`config.mk`:
```
export PLATFORM = sky130hd
export DESIGN_NAME = sfm_ctrl_top
export DESIGN_NICKNAME = d
export VERILOG_FILES = /design/src/common/sfm_pkg.sv /design/src/common/sfm_link_if.sv /design/src/verilog/sfm_ctrl_top.sv /design/src/verilog/sfm_link_rx.sv
export SDC_FILE = /design/constraint.sdc
export NUM_CORES = 1
export LEC_CHECK = 0
export BUFFER_PORTS_ARGS = -buffer_cell sky130_fd_sc_hd__buf_2
export CORE_MARGIN = 1
export CORE_UTILIZATION = 55
export CTS_CLUSTER_DIAMETER = 200
export CTS_CLUSTER_SIZE = 24
export DETAILED_ROUTE_END_ITERATION = 10
export PLACE_DENSITY = 0.92
export SYNTH_ARGS = -nofsm -noshare
export SYNTH_HDL_FRONTEND = slang
export SYNTH_SLANG_ARGS = --single-unit
export TNS_END_PERCENT = 10
```
`constraint.sdc`:
```
create_clock -name clk_sys_i -period 4.3 [get_ports clk_sys_i]
set_input_delay 0.215 -clock clk_sys_i [delete_from_list [all_inputs] [get_ports clk_sys_i]]
set_output_delay 0.215 -clock clk_sys_i [all_outputs]
set_load 0.05 [all_outputs]
```
`src/common/sfm_pkg.sv`:
```
// Shared constants and types for the flash mode and reset controller
package sfm_pkg;

  // Opcodes seen by the command decoder
  localparam logic [7:0] SFM_OP_CONT_RELEASE = 8'hFF;
  localparam logic [7:0] SFM_OP_QPI_ENTER = 8'h38;
  localparam logic [7:0] SFM_OP_DUAL_IO_READ = 8'hBB;
  localparam logic [7:0] SFM_OP_QUAD_IO_READ = 8'hEB;
  localparam logic [7:0] SFM_OP_RESET_ARM = 8'h66;
  localparam logic [7:0] SFM_OP_RESET = 8'h99;
  localparam logic [7:0] SFM_OP_NOP = 8'h00;

  // Mode byte continue field value and its position
  localparam logic [1:0] SFM_MODE_CONTINUE = 2'h2;
  localparam int SFM_MODE_FIELD_LSB = 4;

  // Address bytes before the mode byte, last index
  localparam logic [1:0] SFM_ADDR_LAST = 2'h2;

  // Parameter table words, bytes 67H:64H and 6BH:68H
  localparam logic [31:0] SFM_PTAB_64 = 32'h6477F99E;
  localparam logic [31:0] SFM_PTAB_68 = 32'hFFFFCBFC;

  // Register byte offsets
  localparam logic [7:0] SFM_OFS_CTRL = 8'h00;
  localparam logic [7:0] SFM_OFS_STATUS = 8'h04;
  localparam logic [7:0] SFM_OFS_PTAB_64 = 8'h08;
  localparam logic [7:0] SFM_OFS_PTAB_68 = 8'h0C;

  // Control register field positions
  localparam int SFM_CTRL_QUAD_ENABLE = 0;
  localparam int SFM_CTRL_WEL = 1;
  localparam int SFM_CTRL_SUSP = 2;
  localparam int SFM_CTRL_WRAP_LSB = 4;
  localparam int SFM_CTRL_PE_BUSY = 8;

  // Reset values
  localparam logic [1:0] SFM_WRAP_RST = 2'h0;
  localparam logic [7:0] SFM_CNT_RST = 8'h00;

  // Bus responses
  localparam logic [1:0] SFM_RESP_OKAY = 2'h0;
  localparam logic [1:0] SFM_RESP_SLVERR = 2'h2;

  typedef enum logic [1:0] {
    SFM_W_X1 = 2'b00,
    SFM_W_X2 = 2'b01,
    SFM_W_X4 = 2'b11
  } sfm_width_e;

  typedef enum logic [2:0] {
    SFM_ST_IDLE = 3'b000,
    SFM_ST_OPC = 3'b001,
    SFM_ST_ADDR = 3'b011,
    SFM_ST_MODE = 3'b010,
    SFM_ST_DATA = 3'b110
  } sfm_state_e;

endpackage

```
`src/common/sfm_link_if.sv`:
```
// Byte stream between the link receiver and the command decoder
interface sfm_link_if;
  import sfm_pkg::*;
  sfm_width_e width;
  logic byte_valid;
  logic [7:0] byte_data;
  logic frame_start;
  logic frame_end;
  modport rx (input width, output byte_valid, byte_data, frame_start, frame_end);
  modport dec (output width, input byte_valid, byte_data, frame_start, frame_end);
endinterface

```
`src/verilog/sfm_ctrl_top.sv`:
```
// Flash mode control: continuous read, four-wire mode, software reset
// Contract
// [RULE_01] Mode field 10 keeps continuous read
// [RULE_02] Other mode field leaves continuous read
// [RULE_03] Only dual/quad I/O reads capture mode
// [RULE_04] Continuous read skips opcode decoding
// [RULE_05] Release opcode ends continuous and four-wire
// [RULE_06] Host sends release after power-on
// [RULE_07] Four-wire entry needs quad enable set
// [RULE_08] Entry ignored while quad enable clear
// [RULE_09] Mode switch keeps latch, suspend, wrap
// [RULE_10] Disable opcode or cleared enable exits
// [RULE_11] Disable opcode also ends continuous read
// [RULE_12] No-op only cancels armed reset
// [RULE_13] Arm then reset performs software reset
// [RULE_14] Other command disarms pending reset
// [RULE_15] Reset aborts running program or erase
// [RULE_16] Host waits after power-up before commands
// [RULE_17] Table word advertises reset and features
// [RULE_18] Table gives wrap opcode and lengths
// [RULE_19] Table word reports lock capabilities
// [RULE_20] Continuous state survives deselect
//
// Design decisions made here: the register offsets and the AXI4-Lite register port.
module sfm_ctrl_top
  import sfm_pkg::*;
(
  input wire logic clk_sys_i,
  input wire logic rst_n_i,
  input wire logic flash_cs_n_i,
  input wire logic flash_sclk_i,
  input wire logic [3:0] flash_io_i,
  input wire logic [7:0] s_axi_awaddr,
  input wire logic s_axi_awvalid,
  output logic s_axi_awready,
  input wire logic [31:0] s_axi_wdata,
  input wire logic [3:0] s_axi_wstrb,
  input wire logic s_axi_wvalid,
  output logic s_axi_wready,
  output logic [1:0] s_axi_bresp,
  output logic s_axi_bvalid,
  input wire logic s_axi_bready,
  input wire logic [7:0] s_axi_araddr,
  input wire logic s_axi_arvalid,
  output logic s_axi_arready,
  output logic [31:0] s_axi_rdata,
  output logic [1:0] s_axi_rresp,
  output logic s_axi_rvalid,
  input wire logic s_axi_rready,
  output logic cont_read_o,
  output logic qpi_mode_o,
  output logic soft_reset_o,
  output logic pe_abort_o
);

  sfm_link_if lk ();

  sfm_link_rx u_rx (
    .clk_sys_i(clk_sys_i),
    .rst_n_i(rst_n_i),
    .flash_cs_n_i(flash_cs_n_i),
    .flash_sclk_i(flash_sclk_i),
    .flash_io_i(flash_io_i),
    .lk(lk)
  );

  sfm_state_e state;
  logic rd_quad;
  logic [1:0] addr_cnt;
  logic reset_armed;
  logic [7:0] reset_count;
  logic quad_enable_bit;
  logic wel;
  logic suspend;
  logic [1:0] wrap_len;
  logic pe_busy;
  logic [7:0] aw_q;
  logic [31:0] w_q;
  logic [3:0] wstrb_q;
  logic wr_fire;
  logic op_hit;
  logic addr_hit;
  logic mode_hit;
  logic rel_hit;
  logic [7:0] op;

  assign op = lk.byte_data;
  assign op_hit = lk.byte_valid && (state == SFM_ST_OPC);
  assign addr_hit = lk.byte_valid && (state == SFM_ST_ADDR);
  assign mode_hit = lk.byte_valid && (state == SFM_ST_MODE);
  // A first address byte of FF in continuous read is beyond the array, so it marks a release
  assign rel_hit = addr_hit && cont_read_o && (addr_cnt == 2'h0) && (op == SFM_OP_CONT_RELEASE);

  // Register read decode
  function automatic logic [31:0] read_word(logic [7:0] a, logic [31:0] ctrl, logic [31:0] stat);
    if (a == SFM_OFS_CTRL) begin
      read_word = ctrl;
    end else if (a == SFM_OFS_STATUS) begin
      read_word = stat;
    end else if (a == SFM_OFS_PTAB_64) begin
      read_word = SFM_PTAB_64; // [RULE_17] [RULE_18]
    end else if (a == SFM_OFS_PTAB_68) begin
      read_word = SFM_PTAB_68; // [RULE_19]
    end else begin
      read_word = 32'h0000_0000;
    end
  endfunction

  function automatic logic is_mapped(logic [7:0] a);
    is_mapped = (a == SFM_OFS_CTRL) || (a == SFM_OFS_STATUS) ||
                (a == SFM_OFS_PTAB_64) || (a == SFM_OFS_PTAB_68);
  endfunction

  // Bus width per phase; a read keeps its width through continuous reads
  always_comb begin
    case (state)
      SFM_ST_OPC: lk.width = qpi_mode_o ? SFM_W_X4 : SFM_W_X1;
      SFM_ST_ADDR, SFM_ST_MODE: lk.width = (rd_quad || qpi_mode_o) ? SFM_W_X4 : SFM_W_X2;
      default: lk.width = SFM_W_X1;
    endcase
  end

  // Transaction sequencer
  always_ff @(posedge clk_sys_i or negedge rst_n_i) begin
    if (!rst_n_i) begin
      state <= SFM_ST_IDLE;
      addr_cnt <= 2'h0;
      rd_quad <= 1'b0;
    end else if (soft_reset_o) begin
      state <= SFM_ST_IDLE; // [RULE_13]
    end else if (lk.frame_end) begin
      state <= SFM_ST_IDLE;
    end else if (lk.frame_start) begin
      // Opcode phase is skipped while continuous read holds
      state <= cont_read_o ? SFM_ST_ADDR : SFM_ST_OPC; // [RULE_04] [RULE_20]
      addr_cnt <= 2'h0;
    end else if (op_hit) begin
      if ((op == SFM_OP_DUAL_IO_READ && !qpi_mode_o) || op == SFM_OP_QUAD_IO_READ) begin
        state <= SFM_ST_ADDR; // [RULE_03]
        rd_quad <= (op == SFM_OP_QUAD_IO_READ);
      end else begin
        state <= SFM_ST_DATA;
      end
    end else if (addr_hit) begin
      addr_cnt <= addr_cnt + 2'h1;
      if (rel_hit) begin
        state <= SFM_ST_DATA;
      end else if (addr_cnt == SFM_ADDR_LAST) begin
        state <= SFM_ST_MODE;
      end
    end else if (mode_hit) begin
      state <= SFM_ST_DATA;
    end
  end

  // Continuous read flag, judged afresh from each mode byte
  always_ff @(posedge clk_sys_i or negedge rst_n_i) begin
    if (!rst_n_i) begin
      cont_read_o <= 1'b0;
    end else if (soft_reset_o) begin
      cont_read_o <= 1'b0; // [RULE_13]
    end else if (op_hit && op == SFM_OP_CONT_RELEASE) begin
      cont_read_o <= 1'b0; // [RULE_05] [RULE_11]
    end else if (rel_hit) begin
      cont_read_o <= 1'b0; // [RULE_05]
    end else if (mode_hit) begin
      // Reserved mode bits are simply not looked at
      cont_read_o <= (op[SFM_MODE_FIELD_LSB +: 2] == SFM_MODE_CONTINUE); // [RULE_01] [RULE_02] [RULE_03]
    end
  end

  // Four-wire command mode
  always_ff @(posedge clk_sys_i or negedge rst_n_i) begin
    if (!rst_n_i) begin
      qpi_mode_o <= 1'b0;
    end else if (soft_reset_o || !quad_enable_bit) begin
      qpi_mode_o <= 1'b0; // [RULE_10] [RULE_13]
    end else if ((op_hit && op == SFM_OP_CONT_RELEASE) || rel_hit) begin
      qpi_mode_o <= 1'b0; // [RULE_05] [RULE_10]
    end else if (op_hit && op == SFM_OP_QPI_ENTER) begin
      qpi_mode_o <= 1'b1; // [RULE_07] [RULE_08]
    end
  end

  // Reset arming; any complete opcode but the arm opcode, no-op included, disarms
  always_ff @(posedge clk_sys_i or negedge rst_n_i) begin
    if (!rst_n_i) begin
      reset_armed <= 1'b0;
      soft_reset_o <= 1'b0;
      reset_count <= SFM_CNT_RST;
    end else begin
      soft_reset_o <= op_hit && reset_armed && (op == SFM_OP_RESET); // [RULE_13]
      if (soft_reset_o) begin
        reset_armed <= 1'b0;
        reset_count <= reset_count + 8'h01;
      end else if (op_hit) begin
        reset_armed <= (op == SFM_OP_RESET_ARM); // [RULE_12] [RULE_14]
      end
    end
  end

  // Abort of a running program or erase; data may be left damaged
  always_ff @(posedge clk_sys_i or negedge rst_n_i) begin
    if (!rst_n_i) begin
      pe_abort_o <= 1'b0;
    end else begin
      pe_abort_o <= soft_reset_o && pe_busy; // [RULE_15]
    end
  end

  // Write channel: address and data taken in either order
  assign wr_fire = !s_axi_awready && !s_axi_wready && !s_axi_bvalid;

  always_ff @(posedge clk_sys_i or negedge rst_n_i) begin
    if (!rst_n_i) begin
      s_axi_awready <= 1'b1;
      s_axi_wready <= 1'b1;
      s_axi_bvalid <= 1'b0;
      s_axi_bresp <= SFM_RESP_OKAY;
      aw_q <= 8'h00;
      w_q <= 32'h0000_0000;
      wstrb_q <= 4'h0;
    end else begin
      if (s_axi_awvalid && s_axi_awready) begin
        aw_q <= s_axi_awaddr;
        s_axi_awready <= 1'b0;
      end
      if (s_axi_wvalid && s_axi_wready) begin
        w_q <= s_axi_wdata;
        wstrb_q <= s_axi_wstrb;
        s_axi_wready <= 1'b0;
      end
      if (wr_fire) begin
        s_axi_bvalid <= 1'b1;
        s_axi_bresp <= is_mapped(aw_q) ? SFM_RESP_OKAY : SFM_RESP_SLVERR;
      end
      if (s_axi_bvalid && s_axi_bready) begin
        s_axi_bvalid <= 1'b0;
        s_axi_awready <= 1'b1;
        s_axi_wready <= 1'b1;
      end
    end
  end

  // Control register; mode changes never touch these settings [RULE_09]
  always_ff @(posedge clk_sys_i or negedge rst_n_i) begin
    if (!rst_n_i) begin
      quad_enable_bit <= 1'b0;
      wel <= 1'b0;
      suspend <= 1'b0;
      wrap_len <= SFM_WRAP_RST;
      pe_busy <= 1'b0;
    end else if (soft_reset_o) begin
      // Volatile settings back to power-on values; quad enable is kept
      wel <= 1'b0; // [RULE_13]
      suspend <= 1'b0;
      wrap_len <= SFM_WRAP_RST;
      pe_busy <= 1'b0; // [RULE_15]
    end else if (wr_fire && aw_q == SFM_OFS_CTRL) begin
      if (wstrb_q[0]) begin
        quad_enable_bit <= w_q[SFM_CTRL_QUAD_ENABLE];
        wel <= w_q[SFM_CTRL_WEL];
        suspend <= w_q[SFM_CTRL_SUSP];
        wrap_len <= w_q[SFM_CTRL_WRAP_LSB +: 2];
      end
      if (wstrb_q[1]) begin
        pe_busy <= w_q[SFM_CTRL_PE_BUSY];
      end
    end
  end

  // Read channel, answered one cycle after the address is taken
  always_ff @(posedge clk_sys_i or negedge rst_n_i) begin
    if (!rst_n_i) begin
      s_axi_arready <= 1'b1;
      s_axi_rvalid <= 1'b0;
      s_axi_rdata <= 32'h0000_0000;
      s_axi_rresp <= SFM_RESP_OKAY;
    end else if (s_axi_arvalid && s_axi_arready) begin
      s_axi_arready <= 1'b0;
      s_axi_rvalid <= 1'b1;
      s_axi_rresp <= is_mapped(s_axi_araddr) ? SFM_RESP_OKAY : SFM_RESP_SLVERR;
      s_axi_rdata <= read_word(s_axi_araddr,
        {23'h0, pe_busy, 2'h0, wrap_len, 1'b0, suspend, wel, quad_enable_bit},
        {16'h0, reset_count, 5'h0, reset_armed, qpi_mode_o, cont_read_o});
    end else if (s_axi_rvalid && s_axi_rready) begin
      s_axi_rvalid <= 1'b0;
      s_axi_arready <= 1'b1;
    end
  end
endmodule

```
`src/verilog/sfm_link_rx.sv`:
```
// Serial link receiver: pin synchronisers, clock edge finder, byte framer
module sfm_link_rx
  import sfm_pkg::*;
(
  input wire logic clk_sys_i,
  input wire logic rst_n_i,
  input wire logic flash_cs_n_i,
  input wire logic flash_sclk_i,
  input wire logic [3:0] flash_io_i,
  sfm_link_if.rx lk
);

  logic cs_s1, cs_s2, cs_d;
  logic sclk_s1, sclk_s2, sclk_d;
  logic [3:0] io_s1, io_s2;
  logic [3:0] bit_cnt;
  logic [7:0] shift;
  logic [3:0] next_cnt;
  logic [7:0] next_shift;

  // Shift in one bus beat; single width reads line 0 only
  function automatic logic [7:0] shift_in(logic [7:0] sh, logic [3:0] io, sfm_width_e w);
    case (w)
      SFM_W_X4: shift_in = {sh[3:0], io};
      SFM_W_X2: shift_in = {sh[5:0], io[1:0]};
      default: shift_in = {sh[6:0], io[0]};
    endcase
  endfunction

  function automatic logic [3:0] beat_bits(sfm_width_e w);
    case (w)
      SFM_W_X4: beat_bits = 4'h4;
      SFM_W_X2: beat_bits = 4'h2;
      default: beat_bits = 4'h1;
    endcase
  endfunction

  // Two stages on every pin; chip select and clock get a third stage for edge finding
  always_ff @(posedge clk_sys_i or negedge rst_n_i) begin
    if (!rst_n_i) begin
      cs_s1 <= 1'b1;
      cs_s2 <= 1'b1;
      sclk_s1 <= 1'b0;
      sclk_s2 <= 1'b0;
      io_s1 <= 4'h0;
      io_s2 <= 4'h0;
      cs_d <= 1'b1;
      sclk_d <= 1'b0;
    end else begin
      cs_s1 <= flash_cs_n_i;
      cs_s2 <= cs_s1;
      sclk_s1 <= flash_sclk_i;
      sclk_s2 <= sclk_s1;
      io_s1 <= flash_io_i;
      io_s2 <= io_s1;
      cs_d <= cs_s2;
      sclk_d <= sclk_s2;
    end
  end

  assign next_shift = shift_in(shift, io_s2, lk.width);
  assign next_cnt = bit_cnt + beat_bits(lk.width);

  // Byte framing on rising link clock; deselect drops a partial byte
  always_ff @(posedge clk_sys_i or negedge rst_n_i) begin
    if (!rst_n_i) begin
      bit_cnt <= 4'h0;
      shift <= 8'h00;
      lk.byte_valid <= 1'b0;
      lk.byte_data <= 8'h00;
    end else begin
      lk.byte_valid <= 1'b0;
      if (cs_s2) begin
        bit_cnt <= 4'h0;
      end else if (sclk_s2 && !sclk_d) begin
        shift <= next_shift;
        if (next_cnt >= 4'h8) begin
          bit_cnt <= 4'h0;
          lk.byte_valid <= 1'b1;
          lk.byte_data <= next_shift;
        end else begin
          bit_cnt <= next_cnt;
        end
      end
    end
  end

  // Frame edges from the synchronised chip select
  always_ff @(posedge clk_sys_i or negedge rst_n_i) begin
    if (!rst_n_i) begin
      lk.frame_start <= 1'b0;
      lk.frame_end <= 1'b0;
    end else begin
      lk.frame_start <= cs_d && !cs_s2;
      lk.frame_end <= !cs_d && cs_s2;
    end
  end

endmodule

```
### After elaboration in Yosys (flattened, before gate mapping)

Cells that the tools add are included.

* output and inout bits: 45
* bits in writable memories: 0
* bits of input ports: 65
* flip-flop bits (word level): 121
* logic and storage cells: 195
* memories kept: 0
* latch bits: 0
* ROM bits: 0

* shift operators: 0
* $mul: 0
* equality and inequality tests: 21
* magnitude comparators: 1
* bitwise logic cells: 4
* add/sub/neg operators: 3
* reduce and logical (&&, ||, !) cells: 66
* div/mod/pow operators: 0
* muxes and demuxes: 61

Operators with widths (count)
* two-way mux 32 bit: 4
* equality test 8 x 4 -> 1 bit (second input constant): 4
* equality test 8 bit (second input constant): 4
* two-way mux 1 bit: 31
* two-way mux 3 bit: 9
* logical AND 1 bit: 23
* two-way mux 2 bit: 11
* nonzero test 2 bit: 10
* equality test 8 x 3 -> 1 bit (second input constant): 2
* zero test 8 bit: 2
* one-hot mux 8 bit (2 select lines): 1
* two-way mux 4 bit: 3
* logical OR 1 bit: 10
* adder 8 x 1 -> 8 bit (second input constant): 1
* equality test 8 x 6 -> 1 bit (second input constant): 1
* equality test 8 x 7 -> 1 bit (second input constant): 1
* zero test 1 bit: 8
* AND reduction 2 bit: 4
* != test 7 x 3 -> 1 bit (second input constant): 1
* equality test 2 bit (second input constant): 3
* equality test 3 x 2 -> 1 bit (second input constant): 2
* one-hot mux 3 bit (2 select lines): 1
* AND reduction 3 bit: 2
* nonzero test 6 bit: 1
* 14 further kinds: 17

### Depth between registers and ports, before layout

Gate-level depths: netlist of the first run.

* word-level depth: 11
* depth in mapped cells: 10
* mapped depth without buffers: 7

### Modules after synthesis

From an unflattened synthesis of the first run, not the netlist that was laid out.

* cells, all modules: 393
* area total of the unflattened synthesis: 4583.1 um2

Modules (own cells, without submodules)
* sfm_ctrl_top: cells each 279, area each 3044.2 um2, times used 1, sequential area each 1580.3 um2
* sfm_link_rx: cells each 114, area each 1539.0 um2, times used 1, sequential area each 904.6 um2

### Worst setup path after synthesis of the first run

OpenSTA, ideal clock, no wires.

* path type: reg-to-reg
* from: register qpi_mode_o
* to: register u_rx.lk.byte_data[0]
* path buffers: 1
* arrival time: 2.647 ns
* data required time: 4.175 ns
* setup slack: 1.528 ns
* period minus slack after synthesis: 2.772 ns
* cell stages (with the launch flop): 8
* cells stage by stage: dfrtp_1 nor4b_2 ha_1 a21o_1 a21oi_1 mux2_2 buf_2 mux2_2

* longest elaborated chain between the ends: 8
* elaborated cells between the ends (all ways): 10
* classes of those cells: add/sub: 1; order compare: 1; eq/ne: 2; mux: 4; reduce/logical: 2

Ends and longest elaborated chain
* start: declaration: line sfm_ctrl_top.sv:51 `output logic qpi_mode_o,`
* start signal: assignment: line sfm_ctrl_top.sv:175 `qpi_mode_o <= 1'b0;`
* start signal: assignment: line sfm_ctrl_top.sv:177 `qpi_mode_o <= 1'b0;`
* start signal: assignment: line sfm_ctrl_top.sv:179 `qpi_mode_o <= 1'b0;`
* logical OR 1 bit: line sfm_ctrl_top.sv:118 `SFM_ST_ADDR, SFM_ST_MODE: lk.width = (rd_quad || qpi_mode_o) ? SFM_W_X4 : SFM_W_X2;`
* two-way mux 2 bit: line sfm_ctrl_top.sv:118
* one-hot mux 2 bit (2 select lines) *: line sfm_ctrl_top.sv:116 `case (state)`
* equality test 2 x 1 -> 1 bit or equality test 2 bit (tied branches): line sfm_link_rx.sv:31 `case (w)`
* one-hot mux 3 bit (2 select lines) *: line sfm_link_rx.sv:31
* adder 4 x 3 -> 4 bit *: line sfm_link_rx.sv:62 `assign next_cnt = bit_cnt + beat_bits(lk.width);`
* greater-or-equal comparator 4 bit *: line sfm_link_rx.sv:77 `if (next_cnt >= 4'h8) begin`
* AND reduction 3 bit (no source line) *
* end signal: assignment: line sfm_link_rx.sv:80 `lk.byte_data <= next_shift;`
* end: declaration: line sfm_link_if.sv:9 `modport rx (input width, output byte_valid, byte_data, frame_start, frame_end);`

Mark *: on every way between the ends. The rest lies on a longest branch, timed or not.
A chain may end at the register's enable or synchronous reset.

### Worst setup path after layout of the first run

* from: register qpi_mode_o
* to: register u_rx.lk.byte_data[4]

* longest elaborated chain between the ends: 8
* elaborated cells between the ends (all ways): 11
* classes of those cells: add/sub: 1; order compare: 1; eq/ne: 2; mux: 5; reduce/logical: 2

Ends and longest elaborated chain (line)
* logical OR 1 bit: sfm_ctrl_top.sv:118
* two-way mux 2 bit: sfm_ctrl_top.sv:118
* one-hot mux 2 bit (2 select lines) *: sfm_ctrl_top.sv:116
* equality test 2 x 1 -> 1 bit or equality test 2 bit (tied branches): sfm_link_rx.sv:23, sfm_link_rx.sv:31
* one-hot mux 3 bit (2 select lines): sfm_link_rx.sv:31
* adder 4 x 3 -> 4 bit: sfm_link_rx.sv:62
* greater-or-equal comparator 4 bit: sfm_link_rx.sv:77
* AND reduction 3 bit (no source line)

Marks and branches as above.

==> summary.txt, run 1 <==
Run status
  • Status: complete, no violations

Synth
  • YS warnings: 0
  • Dominant synthesized flop cell: dfrtp_1
  • Syn Inst Count: between 300 and 400
  • Yosys cell types: 52
  • Register area share after synthesis: 0.565
  • Number of flops mapped to enable cells by yosys: 0
  • Seq cells post-synth: 99
  • Syn Area/Cell: 11.8 um2
  • Async S/R FF share, synth: 1.00
  • Mapped Area: roughly 4400 um2

Power and ir drop
  • Sequential share of power: 0.547
  • Sw power: a little under 0.7 mW
  • Cell Int Power: 1.49 mW
  • Combinational power share: 0.203
  • Power, Total: 2.17 mW
  • Leakage: 2.48 nW
  • P per Cell Area: 436 nW/um2
  • Clock group share of total power: 0.250
  • Worst vdd ir: 285 uV
  • Sw frac: 0.312

Floorplan
  • Die area: 8360 um2
  • Die H: 91.4 um
  • Die width: 91.4 um
  • Num rows: 32
  • Core ar.: 7730 um2
  • Io pins: 110
  • Starting Density: 0.569

Global routing
  • Largest net degree at the start of global routing: 65
  • Grt ovf: 0
  • Initial antenna violation count: 0
  • Total track usage: 0.208
  • Vias in the first global route: 2936
  • First-pass GRT wire length: roughly 13000 um

Finish
  • Most frequent cells in the layout: dfrtp_1 (93), buf_2 (78), nand2_1 (36), mux2_2 (36), nor2_1 (20)
  • Share of layout cells above drive strength 1: 0.321
  • Commonest non-fill, non-tap cell in the layout: dfrtp_1
  • Layout Nets: a little over 500
  • Area Overhead vs Synth: 13.3%
  • End-of-flow core utilization: 0.644
  • Ant. Diodes: 0
  • Layout Cells excl Fill: 547

Worst setup path
  • Crit path to: u_rx.lk.byte_data[4]
  • Reg2Reg Depth: 6
  • Worst r2r src: qpi_mode_o
  • FF-to-FF setup slack: 1.46 ns
  • WS Path Type: flip-flop to flip-flop
  • Reg2reg end: u_rx.lk.byte_data[4]
  • Crit path from: qpi_mode_o
  • Critical Path Sink Type: flip-flop
  • WP data arrival: 3.09 ns
  • WP data required: roughly 4.6 ns
  • Worst-path fanout max: 9
  • Startpoint types: flip-flop

Timing
  • Final Hold Viols: 0
  • Endpoints failing setup: 0
  • Least-Margin Pin Slew: between 0.8 and 0.9 ns
  • Fin crit share: 0.660
  • Hold_ws: roughly 0.022 ns
  • Clock skew: 0.00749 ns
  • Max-slew headroom: 0.402
  • Min Tclk post-route: ~2.8 ns
  • RSZ-0062 raised after global routing: no
  • Final TNS setup: 0 ns
  • Slew Limit Fails: 0
  • FMAX: 353 MHz

Clocking
  • CTS tree: built
  • Worst skew pair latency: around 0.37 ns
  • Htree depth: 3
  • Hold Buf Count CTS: 8
  • CTS Root Cell: clkbuf_8
  • Clock-pin slew on the worst setup and hold paths: 0.09 ns
  • Post-cts gate resize count: 0
  • CTS Buf Count: 9
  • Setup Fix Bufs, Post-CTS: 0
  • Clk sinks: 99
  • CTS Buffer Depth: 2

Place
  • # port buffers: 79
  • DP Cell Count: 523
  • Hpwl dp: 5740 um
  • Gpl congestion: 0.853

Detailed routing
  • DR vias: 2999
  • Drt initial violations: 151
  • Antenna Nets Post-Route: 0
  • Remaining DRCs: 0
  • Average wire per standard cell: 14.5 um
  • Vias per cell: approximately 5.5
  • Drt first pass iters: 4
  • Final wirelength: 7910 um

Flow run
  • Max-Cap Viols: 0

Hold path
  • HP Class: input pin to flip-flop
[per-stage QoR]
stage                     cell area [um2]  setup WS, ns
after global routing                 4980          1.26
after detailed placement             4720          1.49
after global placement               4720          1.55
after floorplan                      4400          1.53
after CTS                            4980          1.46
final                                4980          1.46
[synth_stat cells, drive strengths merged, types with 2 or more instances]
master,number,area (um2)
and2,9,56.3
a31oi,2,12.5
nand4,9,62.6
a21oi,15,75.1
buf,23,174
inv,11,41.3
mux2i,8,80.1
nor4,3,18.8
nand3,4,20.0
nor3b,6,50.1
xnor2,4,35.0
mux2,36,405
clkbuf,9,35.0
o31ai,11,82.6
xor2,5,43.8
nand2,36,135
nor3,4,20.0
dfstp,6,158
a32o,4,40.0
nand2b,5,31.3
a21o,2,15.0
ha,6,75.1
o21ai,12,60.1
dfrtp,93,2330
a211oi,2,15.0
a221o,5,50.1
nor2b,4,25.0
nor2,20,75.1
[registers in the layout, indices dropped and copies added (netlist names), 3 cells and up]
name	count
aw_q	8
s_axi_rdata	15
u_rx.io_s1	4
w_q	6
state	3
u_rx.bit_cnt	4
u_rx.io_s2	4
reset_count	8
u_rx.lk.byte_data	8
u_rx.shift	7
[cell type report]
class	instances	area [um2]
Timing Repair Buffer	88	485
Tap cell	102	128
Multi-Input combinational cell	231	1670
Inverter	11	41.3
Sequential cell	99	2480
Fill cell	598	2750
Clock buffer	9	124
Clock inverter	7	51.3
[kinds of logic after synthesis]
family                   synth area share
flip-flops                          0.565
buffers and inverters              0.0569
multiplexers                        0.110
AND/OR/NAND/NOR                     0.130
adder cells (fa/ha/maj)            0.0216
other                            0.000853
AO/OA/AOI/OAI                      0.0973
XOR/XNOR                           0.0179
[routing by layer]
| metal | share of wire | GRT usage | vias to the layer above |
|---|---|---|---|
| met1 | 0.44 | 0.262 | 1465 |
| met3 | 0.044 | 0.0586 | 12 |
| met4 | 0.015 | 0.0860 | 0 |
| met5 | 0 | 0 | - |
| li1 | - | - | 1439 |
| met2 | 0.50 | 0.339 | 83 |
[worst max-delay path: stages (launching register included)]
cell     delay, ns
dfrtp_1       0.48
nor4b_2       0.69
ha_1          0.37
a21o_1        0.19
a21oi_1       0.23
mux2_2        0.47
mux2_2        0.29
[power by group through the flow]
stage	sequential, mW	clock, mW	combinational, mW
global placement	1.19	0	0.421
detailed placement	1.21	0	0.439
global route	1.21	0.601	0.481
floorplan	1.26	0	0.266
CTS	1.19	0.558	0.446
finish	1.19	0.543	0.440
[worst min-delay path by stage]
stage / startpoint / endpoint / slack, ns / cells after the start
floorplan: rst_n_i / addr_cnt[0] / -0.08 / 0
global placement: flash_cs_n_i / u_rx.cs_s1 / 0.32 / 1
detailed placement: flash_cs_n_i / u_rx.cs_s1 / 0.32 / 1
CTS: s_axi_wvalid / s_axi_wready / 0.02 / 2
global route: s_axi_wvalid / s_axi_wready / 0.01 / 2
finish: s_axi_wvalid / s_axi_wready / 0.02 / 2
No activity file was read; power rests on OpenSTA's default activity.
==> run 2, diff against run 1 <==
--- a/config.mk
+++ b/config.mk
@@ -7,11 +7,11 @@
 export LEC_CHECK = 0
 export BUFFER_PORTS_ARGS = -buffer_cell sky130_fd_sc_hd__buf_2
 export CORE_MARGIN = 1
-export CORE_UTILIZATION = 55
+export CORE_UTILIZATION = 53
 export CTS_CLUSTER_DIAMETER = 200
 export CTS_CLUSTER_SIZE = 24
 export DETAILED_ROUTE_END_ITERATION = 10
-export PLACE_DENSITY = 0.92
+export PLACE_DENSITY = 0.9
 export SYNTH_ARGS = -nofsm -noshare
 export SYNTH_HDL_FRONTEND = slang
 export SYNTH_SLANG_ARGS = --single-unit
==> constraint.sdc (replaced) <==
create_clock -name clk_sys_i -period 2.75 [get_ports clk_sys_i]
set_input_delay 0.1375 -clock clk_sys_i [delete_from_list [all_inputs] [get_ports clk_sys_i]]
set_output_delay 0.1375 -clock clk_sys_i [all_outputs]
set_load 0.05 [all_outputs]
==> summary.txt, run 2 (synthesis gave the netlist of run 1 again) <==
Detailed routing
  • Final wirelength: 8490 um (+7.3%)
  • Drt initial violations: 167 (+11%)
  • Remaining DRCs: 0 (unchanged)
  • DR vias: 3121 (+4.1%)
  • Drt first pass iters: 4 (unchanged)
  • Average wire per standard cell: 15.0 um (+3.7%)
  • Antenna Nets Post-Route: 0 (unchanged)
  • Vias per cell: 5.51 (+0.57%)

Power and ir drop
  • Leakage: 2.58 nW (+4.2%)
  • Sw frac: 0.307 (-0.00487)
  • Cell Int Power: 2.46 mW (+65%)
  • P per Cell Area: 681 nW/um2 (+56%)
  • Sequential share of power: 0.524 (-0.023)
  • Power, Total: 3.55 mW (+63%)
  • Clock group share of total power: 0.273 (+0.023)
  • Worst vdd ir: 401 uV (+40%)
  • Combinational power share: 0.203 (about the same)
  • Sw power: 1.09 mW (+61%)

Worst setup path
  • WP data arrival: 2.80 ns (-0.29 ns)
  • CP top delay family: multiplexers
  • Slowest CP cell: nor4b_4
  • Cell mode on critical path: mux2_2
  • Reg2reg end: u_rx.lk.byte_data[0]
  • CP Cell Sequence: nor4b_4, ha_1, a21o_1, a21oi_1, mux2_2, mux2_2
  • WP data required: 3.00 ns (-1.55 ns)
  • FF-to-FF setup slack: 0.20 ns (-1.27 ns)
  • Bufs and invs on worst path: 0 (unchanged)
  • Worst r2r src: qpi_mode_o
  • Startpoint types: flip-flop
  • WS Path Type: flip-flop to flip-flop
  • Critical Path Sink Type: flip-flop
  • Reg2Reg Depth: 6 (unchanged)
  • Worst-path fanout max: 9 (unchanged)
  • Worst path max stage delay: 0.50 ns (-0.19 ns)
  • Crit path from: qpi_mode_o

Finish
  • FF+latch area: 2480 um2 (unchanged)
  • Ant. Diodes: 0 (unchanged)
  • Max FFs per register: 15 (unchanged)
  • Top reg by flops: s_axi_rdata
  • Fillers: 593 (-0.84%)
  • Commonest non-fill, non-tap cell in the layout: dfrtp_1
  • Most frequent cells in the layout: dfrtp_1 (93), buf_2 (78), nand2_1 (36), mux2_2 (36), dlygate4sd3_1 (22)
  • Layout Cells excl Fill: 566 (+3.5%)
  • Combined area of the multi-input logic cells: 1670 um2 (+0.53%)
  • Layout Nets: 531 (+3.7%)
  • Area Overhead vs Synth: 18.5%
  • Share of layout cells above drive strength 1: 0.319 (-0.00238)
  • End-of-flow core utilization: 0.661 (+0.0163)

Timing
  • Fin crit share: 0.929 (+0.269)
  • Max-slew headroom: 0.429 (+0.0267)
  • Least-Margin Pin Slew: 0.855 ns (-0.0383 ns)
  • Clock skew: 0.0125 ns (+0.00503 ns)
  • FMAX: 392 MHz (+11%)
  • Min Tclk post-route: 2.55 ns (-0.283 ns)
  • Slew Limit Fails: 0 (unchanged)
  • Final Hold Viols: 0 (unchanged)
  • RSZ-0062 raised after global routing: no
  • Endpoints failing setup: 0 (unchanged)
  • Final TNS setup: 0 ns (unchanged)

Floorplan
  • Die width: 93.1 um (+1.8%)
  • Num rows: 32 (unchanged)
  • Die H: 93.1 um (+1.8%)
  • Starting Density: 0.557 (-0.0116)
  • Core ar.: 7890 um2 (+2.1%)
  • Io pins: 110 (unchanged)
  • Die area: 8660 um2 (+3.7%)

Place
  • # port buffers: 79 (unchanged)
  • Gpl congestion: 0.835 (-2.0%)
  • DP Cell Count: 528 (+0.96%)
  • Hpwl dp: 5970 um (+4.0%)

Global routing
  • Most Crowded Layer GR: met2
  • Vias in the first global route: 3162 (+7.7%)
  • First-pass GRT wire length: 14200 um (+5.4%)
  • Largest net degree at the start of global routing: 64 (-1.5%)
  • Grt met1 use: 0.253 (-0.00894)
  • Met2 usage: 0.366 (+0.0274)
  • Met3 Track Usage GR: 0.0309 (-0.0277)
  • Total track usage: 0.208 (about the same)
  • Grt ovf: 0 (unchanged)
  • Initial antenna violation count: 0 (unchanged)

Clocking
  • Post-cts gate resize count: 0 (unchanged)
  • CTS Buf Count: 9 (unchanged)
  • Htree depth: 3 (unchanged)
  • Setup Fix Bufs, Post-CTS: 0 (unchanged)
  • CTS Root Cell: clkbuf_8
  • CTS tree: built
  • CTS Buffer Depth: 2 (unchanged)
  • Clock-pin slew on the worst setup and hold paths: 0.10 ns (about the same)
  • Worst skew pair latency: 0.36 ns (about the same)
  • Clk sinks: 99 (unchanged)

Hold path
  • WHS Path Cells: 2 (unchanged)
  • Worst hold endpoint: w_q[2]
  • HP Class: input pin to flip-flop
  • Hold Path Origin: s_axi_wdata[2]

Flow run
  • Max-Cap Viols: 0 (unchanged)

Run status
  • Status: complete, no violations
==> run 2: worst register-to-register path: stages, from the launching register on <==
cell     delay (ns)
dfrtp_1        0.46
nor4b_4        0.50
ha_1           0.32
a21o_1         0.18
a21oi_1        0.22
mux2_2         0.47
mux2_2         0.30
==> run 2: metrics by stage <==
| step | worst slack, ns | cell area, um2 | hold slack, ns |
|---|---|---|---|
| 2_1_floorplan | 0.0435 | 4410 | -0.158 |
| 3_3_place_gp | 0.211 | 4780 | 0.244 |
| 3_5_place_dp | 0.150 | 4780 | 0.246 |
| 4_1_cts | 0.120 | 5210 | 0.000403 |
| 5_1_grt | 0.0468 | 5210 | 0.00360 |
| 6_report | 0.196 | 5210 | 0.0147 |
==> run 2: power groups by stage <==
stage          clock network, mW  logic (mW)  registers [mW]
2_1_floorplan                  0       0.417            1.97
3_3_place_gp                   0       0.672            1.87
3_5_place_dp                   0       0.701            1.89
6_report                   0.968       0.722            1.86
5_1_grt                     1.04       0.783            1.89
4_1_cts                    0.989       0.730            1.86
==> run 2: how the worst max path moves through the flow <==
stage                                end  cells after the start
global route        u_rx.lk.byte_data[4]                      6
CTS                 u_rx.lk.byte_data[0]                      6
global placement    u_rx.lk.byte_data[4]                      6
detailed placement  u_rx.lk.byte_data[0]                      6
finish              u_rx.lk.byte_data[0]                      6
floorplan           u_rx.lk.byte_data[0]                      7
==> run 2: routing by layer <==
metal,up-vias,share of wire
met5,-,0
met4,0,0.018
met3,17,0.044
met2,93,0.51
met1,1530,0.43
li1,1481,-
==> run 2: cell type report <==
cell class | count | area share
Tap cell | 102 | 0.0245
Timing Repair Buffer | 107 | 0.130
Inverter | 11 | 0.00792
Clock inverter | 7 | 0.0161
Sequential cell | 99 | 0.477
Clock buffer | 9 | 0.0238
Multi-Input combinational cell | 231 | 0.321
==> run 2: repair_timing <==
action                     4_1_cts  5_1_grt
hold buffers                    22        0
setup endpoints to repair        0        1
hold endpoints to repair        78        0
==> run 3, diff against run 2 <==
--- a/config.mk
+++ b/config.mk
@@ -12,6 +12,7 @@
 export CTS_CLUSTER_SIZE = 24
 export DETAILED_ROUTE_END_ITERATION = 10
 export PLACE_DENSITY = 0.9
+export REMOVE_ABC_BUFFERS = 1
 export SYNTH_ARGS = -nofsm -noshare
 export SYNTH_HDL_FRONTEND = slang
 export SYNTH_SLANG_ARGS = --single-unit
==> summary.txt, run 3 (synthesis gave the netlist of run 1 again) <==
Run status
  • Status: complete, no violations

Floorplan
  • Num rows: 32 (unchanged)
  • Die H: 93.1 um (unchanged)
  • Starting Density: 0.557 (unchanged)
  • Die width: 93.1 um (unchanged)
  • Die area: 8660 um2 (unchanged)
  • Io pins: 110 (unchanged)
  • Core ar.: 7890 um2 (unchanged)

Timing
  • Fin crit share: 0.880 (-0.0481)
  • Least-Margin Pin Slew: 1.02 ns (+0.160 ns)
  • Max-slew headroom: 0.323 (-0.105)
  • Min Tclk post-route: 2.42 ns (-0.132 ns)
  • Final Hold Viols: 0 (unchanged)
  • FMAX: 413 MHz (+5.5%)
  • RSZ-0062 raised after global routing: no
  • Final TNS setup: 0 ns (unchanged)
  • Slew Limit Fails: 0 (unchanged)
  • Setup WS post-layout: 0.329 ns (+0.132 ns)
  • Hold_ws: 0.00736 ns (-0.00734 ns)
  • Endpoints failing setup: 0 (unchanged)
  • Clock skew: 0.0138 ns (+0.00124 ns)

Clocking
  • Clk sinks: 99 (unchanged)
  • CTS Root Cell: clkbuf_8
  • CTS Buf Count: 9 (unchanged)
  • Htree depth: 3 (unchanged)
  • Setup Fix Bufs, Post-CTS: 0 (unchanged)
  • CTS Buffer Depth: 2 (unchanged)
  • Worst skew pair latency: 0.37 ns (about the same)
  • Clock-pin slew on the worst setup and hold paths: 0.09 ns (about the same)
  • CTS tree: built

Finish
  • Layout Nets: 527 (-0.75%)
  • Post-route design area: 5150 um2 (-1.2%)
  • Max FFs per register: 15 (unchanged)
  • Area Overhead vs Synth: 17.1%
  • End-of-flow core utilization: 0.653 (-0.00793)
  • Ant. Diodes: 0 (unchanged)
  • Commonest non-fill, non-tap cell in the layout: dfrtp_1
  • Share of layout cells above drive strength 1: 0.322 (+0.00277)
  • Fillers: 592 (-0.17%)
  • Layout Cells excl Fill: 562 (-0.71%)
  • Most frequent cells in the layout: dfrtp_1 (93), buf_2 (78), nand2_1 (36), mux2_2 (36), nor2_1 (20)
  • Top reg by flops: s_axi_rdata

Global routing
  • Grt ovf: 0 (unchanged)
  • First-pass GRT wire length: 14300 um (+0.68%)
  • Largest net degree at the start of global routing: 85 (+33%)
  • Total track usage: 0.213 (+0.00485)
  • Vias in the first global route: 3113 (-1.5%)
  • Initial antenna violation count: 0 (unchanged)

Detailed routing
  • Final wirelength: 8270 um (-2.6%)
  • Remaining DRCs: 0 (unchanged)
  • Drt first pass iters: 4 (unchanged)
  • Drt initial violations: 152 (-9.0%)
  • Vias per cell: 5.60 (+1.6%)
  • DR vias: 3149 (+0.90%)
  • Antenna Nets Post-Route: 0 (unchanged)
  • Average wire per standard cell: 14.7 um (-1.9%)

Place
  • Hpwl dp: 5660 um (-5.2%)
  • Gpl congestion: 0.871 (+4.2%)
  • DP Cell Count: 528 (unchanged)
  • # port buffers: 79 (unchanged)
  • Area after DPL: 4760 um2 (-0.44%)
  • Dpl ws: 0.208 ns (+0.0575 ns)

Worst setup path
  • Crit path from: qpi_mode_o
  • WP data required: 3.00 ns (about the same)
  • WS Path Type: flip-flop to flip-flop
  • Worst r2r src: qpi_mode_o
  • Critical Path Sink Type: flip-flop
  • Worst-path fanout max: 9 (unchanged)
  • CP top delay family: multiplexers
  • Bufs and invs on worst path: 0 (unchanged)
  • Cell mode on critical path: mux2_2
  • WP data arrival: 2.68 ns (-0.12 ns)
  • CP Cell Sequence: o21ai_0, a21oi_2, ha_1, a21oi_1, mux2_2, mux2_2
  • Startpoint types: flip-flop
  • Slowest CP cell: dfrtp_1
  • Worst path max stage delay: 0.50 ns (about the same)

Flow run
  • Max-Cap Viols: 0 (unchanged)

Hold path
  • Hold Path Origin: s_axi_wdata[1]
  • HP Class: input pin to flip-flop

Power and ir drop
  • Power, Total: 3.51 mW (-0.92%)
  • Worst vdd ir: 670 uV (+67%)
  • P per Cell Area: 683 nW/um2 (+0.28%)
  • Leakage: 2.56 nW (-1.0%)
run 3: changes by cell type in the layout (fill, tap and decap cells not counted), sizes merged:
cell         before  now
clkinvlp          1    0
dlygate4sd3      22   18
clkinv            2    3
clkbuf            9   11
inv              14   12
run 3: layout make-up:
class	instances	area (um2)	area share
Timing Repair Buffer	103	623	0.121
Sequential cell	99	2480	0.483
Inverter	11	41.3	0.00802
Tap cell	102	128	0.0248
Multi-Input combinational cell	231	1670	0.324
Clock inverter	5	61.3	0.0119
Clock buffer	11	141	0.0275
run 3: timing repair:
item,CTS,global route
gates resized for setup,0,1
hold buffers,18,0
hold endpoints to repair,95,0
setup endpoints to repair,0,7
run 3: worst paths after layout:
kind,endpoint,slack [ns],depth (start not counted)
max,u_rx.lk.byte_data[6],0.33,6
min in group asynchronous,s_axi_rdata[13],0.48,2
min,w_q[1],0.007,2
min reg2reg,u_rx.io_s2[2],0.36,0
max reg2reg,u_rx.lk.byte_data[6],0.33,6
max in group asynchronous,s_axi_wready,1.48,3
run 3: worst register-to-register path: cells and delay by family, from the launching register on:
kind / cells / cell delay (ns)
AOI/OAI and AO/OA: 3 / 0.72
adders and majority gates: 1 / 0.32
muxes: 2 / 0.78
DFF: 1 / 0.50
run 3: per-layer routing:
layer  GRT usage  wire length (um)  share of wire
met3      0.0561               423          0.051
met1       0.272              3610           0.44
met2       0.349              4110           0.50
met5           0                 0              0
met4      0.0821               124          0.015
run 3: power breakdown:
group | total (mW) | internal, mW | leakage (nW) | switching, mW
Combinational | 0.710 | 0.315 | 1.18 | 0.396
Sequential | 1.86 | 1.70 | 1.27 | 0.158
Clock | 0.947 | 0.451 | 0.104 | 0.496
